===== src/iesw_defines.svh =====
// register offsets, field positions, reset values and timing figures for the state words
`ifndef IESW_DEFINES_SVH
`define IESW_DEFINES_SVH

`define IESW_ADR_FAULT 8'h00
`define IESW_ADR_COND 8'h04
`define IESW_ADR_CFG 8'h08
`define IESW_ADR_HEADING 8'h0c
`define IESW_ADR_RECCNT 8'h10
`define IESW_ADR_HIST_LO 8'h40
`define IESW_ADR_HIST_HI 8'h7c

`define IESW_CFG_RESET 8'h00
`define IESW_CFG_PWR_LSB 0
`define IESW_CFG_EARTH_BIT 2
`define IESW_CFG_VRANGE_LSB 3
`define IESW_CFG_MASK 8'h3f
`define IESW_VRANGE_LOWEST 3'h0

`define IESW_WAKE_BAD 2'h0
`define IESW_WAKE_POWER 2'h1
`define IESW_WAKE_BREAK 2'h2
`define IESW_WAKE_RTC 2'h3

`define IESW_HEADING_FIXED 16'h0384
`define IESW_TILT_LIMIT_DDEG 16'h012c

`define IESW_MCLK_HZ 10000000
`define IESW_PWR_OFF_MIN_MS 16'h07d0
`define IESW_BREAK_MIN_US 1000

`define IESW_HIST_DEPTH 16
`define IESW_HIST_AW 4

`endif


===== src/iesw_pkg.sv =====
// types shared by the state word block
package iesw_pkg;

  typedef enum logic [1:0] {BUS_IDLE, BUS_PEND, BUS_ACK} iesw_bus_e;

  typedef struct packed {
    logic cyc;
    logic stb;
    logic we;
    logic [7:0] adr;
    logic [3:0] sel;
    logic [31:0] dat;
  } iesw_wb_req_s;

  typedef struct packed {
    logic compass_ok;
    logic tilt_ok;
    logic beam_order_fault;
    logic flash_fault;
    logic buf_overflow;
    logic [3:0] aux_ok;
    logic [3:0] proc_fault;
    logic cable_end_down;
    logic signed [15:0] roll;
    logic signed [15:0] pitch;
    logic [15:0] heading;
  } iesw_sense_s;

  typedef struct packed {
    iesw_bus_e bus;
    logic [31:0] rdat;
    logic [7:0] fault;
    logic [7:0] cond;
    logic [15:0] heading;
    logic earth_frame;
    logic [1:0] wake;
    logic [13:0] brk_cnt;
    logic brk_hold;
    logic [7:0] cfg;
    logic [7:0] rec_fault;
    logic [7:0] rec_cond;
    logic rec_valid;
    logic [3:0] wptr;
    logic [15:0] rec_cnt;
  } iesw_state_s;

endpackage


===== src/iesw_state_words.sv =====
// instrument error and status word builder with wishbone register access
`timescale 1ns/1ps
`include "iesw_defines.svh"

module iesw_state_words #(
  parameter int BREAK_CYCLES = `IESW_BREAK_MIN_US * (`IESW_MCLK_HZ / 1000000)
) (
  input wire logic mclk_in, // system clock, 10 MHz
  input wire logic reset_in, // synchronous reset, active high
  input wire iesw_pkg::iesw_wb_req_s wb_req_in, // wishbone request group
  output logic [31:0] wb_dat_out, // wishbone read data
  output logic wb_ack_out, // wishbone acknowledge
  input wire iesw_pkg::iesw_sense_s sense_in, // fault and attitude inputs
  input wire logic supply_ok_in, // supply voltage adequate
  input wire logic power_up_in, // pulse: power has just been applied
  input wire logic [15:0] off_ms_in, // length of the preceding power gap, ms
  input wire logic rtc_wake_in, // pulse: clock wakeup from sleep
  input wire logic uart_rx_in, // host serial line, idle high
  input wire logic record_req_in, // pulse: an output record is being built
  output logic core_reset_out, // holds the rest of the instrument in reset
  output logic [7:0] fault_word_out, // live fault word
  output logic [7:0] cond_word_out, // live condition word
  output logic earth_frame_out, // one when earth frame output is in effect
  output logic [15:0] heading_out, // reported heading, 0.1 degree units
  output logic [7:0] rec_fault_out, // fault word stamped into last record
  output logic [7:0] rec_cond_out, // condition word stamped into last record
  output logic rec_valid_out // pulse: record words updated
);
  import iesw_pkg::*;

  iesw_state_s s;
  iesw_state_s next_s;
  logic [15:0] hist_rdata;
  logic hist_wr;
  logic [7:0] fault_now;
  logic [7:0] cond_now;
  logic req_live;

  localparam logic [13:0] BREAK_CNT = 14'(BREAK_CYCLES);

  function automatic logic [15:0] mag16(input logic signed [15:0] v);
    mag16 = v[15] ? 16'(-v) : 16'(v);
  endfunction

  function automatic logic in_hist(input logic [7:0] a);
    in_hist = (a >= `IESW_ADR_HIST_LO) && (a <= `IESW_ADR_HIST_HI);
  endfunction

  ////////////////////////////////////////////////////////////////////////////
  // word assembly

  always_comb begin
    // bit index equals position from the right, bit 0 least significant
    fault_now = 8'h00;
    fault_now[7] = s.cfg[`IESW_CFG_EARTH_BIT] & ~sense_in.compass_ok;
    fault_now[6] = ~sense_in.tilt_ok;
    fault_now[5] = sense_in.beam_order_fault;
    fault_now[4] = sense_in.flash_fault;
    fault_now[3] = sense_in.buf_overflow;
    fault_now[2] = ~&sense_in.aux_ok;
    fault_now[1] = |sense_in.proc_fault;
    fault_now[0] = ~sense_in.compass_ok;
  end

  always_comb begin
    cond_now = 8'h00;
    cond_now[7:6] = s.cfg[`IESW_CFG_PWR_LSB +: 2];
    cond_now[5:4] = s.wake;
    cond_now[3] = mag16(sense_in.roll) > `IESW_TILT_LIMIT_DDEG;
    cond_now[2] = mag16(sense_in.pitch) > `IESW_TILT_LIMIT_DDEG;
    cond_now[1] = s.cfg[`IESW_CFG_VRANGE_LSB +: 3] == `IESW_VRANGE_LOWEST;
    // cable end low means probe up, reported as down
    cond_now[0] = sense_in.cable_end_down;
  end

  assign req_live = wb_req_in.cyc & wb_req_in.stb;
  assign hist_wr = record_req_in;

  ////////////////////////////////////////////////////////////////////////////
  // next state

  always_comb begin
    next_s = s;
    next_s.rec_valid = 1'b0;
    next_s.fault = fault_now;
    next_s.cond = cond_now;
    next_s.earth_frame = s.cfg[`IESW_CFG_EARTH_BIT] & sense_in.compass_ok;
    next_s.heading = sense_in.compass_ok ? sense_in.heading : `IESW_HEADING_FIXED;

    // break detector: the line held low long enough is a host break
    if (uart_rx_in) begin
      next_s.brk_cnt = 14'h0000;
      next_s.brk_hold = 1'b0;
    end else if (s.brk_cnt >= BREAK_CNT - 14'h0001) begin
      next_s.brk_hold = 1'b1;
    end else begin
      next_s.brk_cnt = s.brk_cnt + 14'h0001;
    end

    // wakeup source; bad power outranks every other cause
    if (!supply_ok_in) begin
      next_s.wake = `IESW_WAKE_BAD;
    end else if (power_up_in) begin
      // a short gap cannot be told from a brownout
      next_s.wake = (off_ms_in >= `IESW_PWR_OFF_MIN_MS) ? `IESW_WAKE_POWER
                                                        : `IESW_WAKE_BAD;
    end else if (s.brk_hold) begin
      next_s.wake = `IESW_WAKE_BREAK;
    end else if (rtc_wake_in) begin
      next_s.wake = `IESW_WAKE_RTC;
    end

    // record stamping uses the registered words, so both match their outputs
    if (record_req_in) begin
      next_s.rec_fault = s.fault;
      next_s.rec_cond = s.cond;
      next_s.rec_valid = 1'b1;
      next_s.wptr = s.wptr + 4'h1;
      next_s.rec_cnt = s.rec_cnt + 16'h0001;
    end

    // wishbone slave: one wait state so history reads see registered memory
    unique case (s.bus)
      BUS_IDLE: begin
        if (req_live) begin
          next_s.bus = BUS_PEND;
        end
      end
      BUS_PEND: begin
        next_s.bus = BUS_ACK;
        next_s.rdat = 32'h00000000;
        if (!wb_req_in.we) begin
          if (in_hist(wb_req_in.adr)) begin
            next_s.rdat = {16'h0000, hist_rdata};
          end else begin
            unique case (wb_req_in.adr)
              `IESW_ADR_FAULT: next_s.rdat = {24'h000000, s.fault};
              `IESW_ADR_COND: next_s.rdat = {24'h000000, s.cond};
              `IESW_ADR_CFG: next_s.rdat = {24'h000000, s.cfg};
              `IESW_ADR_HEADING: next_s.rdat = {16'h0000, s.heading};
              `IESW_ADR_RECCNT: next_s.rdat = {16'h0000, s.rec_cnt};
              default: next_s.rdat = 32'h00000000;
            endcase
          end
        end
      end
      BUS_ACK: begin
        next_s.bus = BUS_IDLE;
        // the write lands on the edge where the master sees ack
        if (wb_req_in.we && wb_req_in.sel[0] && wb_req_in.adr == `IESW_ADR_CFG) begin
          next_s.cfg = wb_req_in.dat[7:0] & `IESW_CFG_MASK;
        end
      end
      default: next_s.bus = BUS_IDLE;
    endcase
  end

  always_ff @(posedge mclk_in) begin
    if (reset_in) begin
      s <= '0;
      s.bus <= BUS_IDLE;
      s.cfg <= `IESW_CFG_RESET;
      s.wake <= `IESW_WAKE_POWER;
      s.heading <= `IESW_HEADING_FIXED;
    end else begin
      s <= next_s;
    end
  end

  ////////////////////////////////////////////////////////////////////////////
  // history of stamped words

  iesw_hist_mem u_hist (
    .mclk_in(mclk_in),
    .wr_en_in(hist_wr),
    .wr_addr_in(s.wptr),
    .wr_data_in({s.fault, s.cond}),
    .rd_addr_in(wb_req_in.adr[5:2]),
    .rd_data_out(hist_rdata)
  );

  ////////////////////////////////////////////////////////////////////////////
  // outputs

  // reset and bad supply hold it at once; the break hold is registered and drops a cycle after the line idles high
  assign core_reset_out = reset_in | ~supply_ok_in | s.brk_hold;
  assign wb_ack_out = (s.bus == BUS_ACK);
  assign wb_dat_out = s.rdat;
  assign fault_word_out = s.fault;
  assign cond_word_out = s.cond;
  assign earth_frame_out = s.earth_frame;
  assign heading_out = s.heading;
  assign rec_fault_out = s.rec_fault;
  assign rec_cond_out = s.rec_cond;
  assign rec_valid_out = s.rec_valid;
endmodule


===== src/iesw_hist_mem.sv =====
// small history memory of emitted state word pairs, registered read
`timescale 1ns/1ps
`include "iesw_defines.svh"

module iesw_hist_mem (
  input wire logic mclk_in, // system clock
  input wire logic wr_en_in, // write strobe
  input wire logic [`IESW_HIST_AW-1:0] wr_addr_in, // write slot
  input wire logic [15:0] wr_data_in, // fault word high, condition word low
  input wire logic [`IESW_HIST_AW-1:0] rd_addr_in, // read slot
  output logic [15:0] rd_data_out // read data, one cycle after address
);

  logic [15:0] mem [`IESW_HIST_DEPTH];

  // no reset on the array: contents are only meaningful once written
  always_ff @(posedge mclk_in) begin
    if (wr_en_in) begin
      mem[wr_addr_in] <= wr_data_in;
    end
    rd_data_out <= mem[rd_addr_in];
  end

endmodule


===== config.mk =====
export PLATFORM = sky130hd
export DESIGN_NAME = iesw_state_words
export DESIGN_NICKNAME = d
export VERILOG_FILES = /design/src/iesw_pkg.sv /design/src/iesw_state_words.sv /design/src/iesw_hist_mem.sv
export VERILOG_INCLUDE_DIRS = /design/src
export SDC_FILE = /design/constraint.sdc
export NUM_CORES = 1
export LEC_CHECK = 0
export BUFFER_PORTS_ARGS = -buffer_cell sky130_fd_sc_hd__buf_2
export CORE_ASPECT_RATIO = 1.2
export CORE_MARGIN = 4
export CORE_UTILIZATION = 60
export DETAILED_ROUTE_END_ITERATION = 16
export PLACE_DENSITY = 0.94
export SETUP_SLACK_MARGIN = 0.05
export SLEW_MARGIN = 20
export SYNTH_ARGS = -nofsm -noshare
export SYNTH_HDL_FRONTEND = slang
export SYNTH_SLANG_ARGS = --single-unit

===== constraint.sdc =====
create_clock -name mclk_in -period 6 [get_ports mclk_in]
set_input_delay 1.2 -clock mclk_in [delete_from_list [all_inputs] [get_ports mclk_in]]
set_output_delay 1.2 -clock mclk_in [all_outputs]
set_load 0.02 [all_outputs]

==> flow_summary.ini <==
[final_layout]
layout.nets = 1250
filler_cell_count = 1550
final_cell_mix = edfxtp_1, buf_2, dfxtp_1, mux4_2, nor2_1
drive_gt1_share_pct = 28.47
instances_no_fill = 1471
area_growth_syn_to_layout_pct = 11.05
layout.cells.most_common = edfxtp_1

[logic_synthesis]
netlist.area_leader.share_pct = 49.79
synth_compound_area_share_pct = 4.586
synth-xor-area-share_pct = 1.191
yosys.cell_types.count = 59
ys_warn_count = 0
post_synth_mux_area_share_pct = 13.75
post_synth_inst_count = 1006
combinational_family_with_the_most_area_after_synthesis = multiplexers
synth_top_cells_by_area = edfxtp_1, dfxtp_1, mux4_2
ys_async_sr_fraction_pct = 0
synthDominantAreaCellType = edfxtp_1
yosys_register_bits = 383
number_of_enable_flip_flop_cells_after_synthesis = 256
synth-simple-area-share_pct = 8.443
synth.avg_cell_area_um2 = 15.35
syn-cell-area_um2 = 15440
dominantRegCellSynth = edfxtp_1
yosysSeqAreaShare_pct = 66.25
post_synth_fa_ha_maj_area_fraction_pct = 0.4862

[routing]
wl_met3_um = 3636
vias_per_cell = 6.517
drt_first_iter_violations = 1470
final_routed_wirelength_um = 40120
wirelength_met1_um = 13350
dr_wl_met2_um = 20640
top_signal_layer_used = met4
routed-via-count = 9586
drt-wirelength-per-cell_um = 27.28
antenna_left = 0
drt_pass1_iterations = 7
route.detailed.drc = 0

[clock_tree]
post_cts_resized = 0
post-cts-setup-buffers = 0
cts_htree_levels = 2
clock_slew_at_reported_path_ffs_ns = 0.06
cts.root.buffer_cell = clkbuf_16
number_of_buffers_created_by_cts = 35
max-clock-path-buffers = 3
cts_tree = done
clk_latency_ns = 0.52
ctsHoldBuffers = 0
clkSinkCount = 383

[hold_path]
timing.hold.worst.start = wb_dat_out[8]$_SDFFE_PP0N_
worstHoldPathType = register to register
endpoint_of_the_worst_hold_timing_path = wb_dat_out[8]$_SDFFE_PP0N_
whs_path_depth = 2

[job]
max_cap_violations = 0

[placement]
placement.io_buffers = 166
globalplace.congestion = 0.8900
placement.setup.worst_slack_ns = 1.899
detailed_place_hpwl_um = 22750
placed_cells = 1405

[worst_setup_path]
timing.critical_path.arrival_ns = 2.36
startpoint_type = primary input
reg2reg_setup_slack_ns = 3.82
worst-r2r-cell-count = 2
cp-end-kind = output port
regToRegEndpoint = u_hist.mem[3][13]$_DFFE_PP_
regToRegStartpoint = s[19]$_SDFFE_PP0P_
setup.worst_path.class = primary input to output port
timing.critical_path.required_ns = 4.80
critical_path_fanouts_max = 76

[floorplanning]
floorplan.rows = 64
die_w_um = 154.4
dieHeight_um = 183.7
io_pins = 216
die_footprint_um2 = 28380
core_footprint_um2 = 25460
initial_core_util_pct = 60.64

[global_route]
grt_pass1_wl_um = 59600
via_count_of_the_first_global_routing_pass = 9509
grt_antenna_before_repair = 4
grt.overflow.total = 0
grt_max_degree = 77
global_route.usage.total_pct = 28.06

[sta]
worst-slew-pin-transition_ns = 1.155
post-route-period-util_pct = 59.39
hold-worst-slack_ns = 0.4567
setup_slack_ns = 2.437
finalHoldViolCount = 0
clock-skew-final_ns = 0.02735
timing_max_transition_violations_final = 0
setup_violations = 0
min_period_ns = 3.563
grt_setup_unrepaired = no
clock.fmax_mhz = 280.6
headroom_to_the_max_slew_limit_pct = 22.98
setup_tns_ns = 0

[power_and_ir_drop]
peakVddDrop_v = 0.0002441
leakagePower_nw = 6.303
pwr_density_nw_per_um2 = 313.4

[outcome]
run_status = finished clean
-- kinds of logic after synthesis --
logic type      after synthesis
fa+ha+maj                     6
compound gates              101
flops                       383
xor+xnor                     21
buf+inv                     130
simple gates                252
other cells                   1
mux                         112
-- worst max-delay path, cell delays in order --
cell,delay (ns)
buf_2,0.10
buf_4,0.35
or3b_2,0.53
buf_2,0.17
-- registers in the layout (all words and copies together), names as in the netlist --
register / flops
rec_cond_out: 8
u_hist.rd_data_out: 16
u_hist.mem: 256
earth_frame_out: 1
s: 41
wb_dat_out: 16
rec_valid_out: 1
cond_now: 4
rec_fault_out: 8
fault_word_out: 8
heading_out: 16
cond_word_out: 8
-- worst max path at each step --
stage	startpoint	end	slack, ns	cells past startpoint
detailed placement	wb_req_in[41]	s[41]$_SDFFE_PP0P_	1.90	6
global placement	wb_req_in[41]	cond_now[6]$_SDFFE_PP0P_	2.10	6
global route	wb_req_in[38]	wb_dat_out[7]$_SDFFE_PP0N_	2.25	6
floorplan	reset_in	core_reset_out	2.91	2
CTS	wb_req_in[41]	s[42]$_SDFFE_PP0P_	2.00	6
finish	reset_in	core_reset_out	2.44	4
-- routing by layer --
metal | vias to the layer above | GRT usage, %
li1 | 3956 | -
met4 | 0 | 13.00
met5 | - | 0
met1 | 4695 | 34.22
met3 | 188 | 5.675
met2 | 747 | 48.48
-- cells in the mapped netlist, types with 15 or more instances --
cell and n:
mux2i_1 31, a22o_1 18, nor2_1 74, nand2_1 44, o21ai_0 20, a21oi_1 23, and3_1 15, edfxtp_1 256
nor2b_1 15, clkbuf_1 20, dfxtp_1 127, buf_2 17, and2_1 32, buf_4 81, mux4_2 80
-- stage by stage --
stage / power [mW] / area [um^2] / utilization [%]
after CTS: 5.372 / 17130 / 67.27
final: 5.373 / 17150 / 67.34
after floorplan: 3.158 / 15500 / -
after global routing: 5.518 / 17150 / 67.33
after detailed placement: 3.261 / 16040 / 62.99
after global placement: 3.242 / 16040 / 62.99
-- power by group --
part | switching, mW | internal, mW | leakage, nW | total, mW
Clock | 0.951 | 1.21 | 0.540 | 2.16
Combinational | 0.182 | 0.129 | 2.32 | 0.311
Sequential | 0.0463 | 2.86 | 3.44 | 2.91
Total | 1.18 | 4.19 | 6.30 | 5.37
-- layout make-up --
cell class                      count  area, um^2  share of cell area, %
Sequential cell                   383       10230                  59.66
Multi-Input combinational cell    508        4464                  26.03
Clock buffer                       49       992.2                  5.786
Timing Repair Buffer              177       915.9                  5.341
Tap cell                          330       412.9                  2.408
Clock inverter                     14       98.84                 0.5764
Inverter                            7       26.28                 0.1532
Antenna cell                        3       7.507                0.04378
No activity file was read; power rests on OpenSTA's default activity.
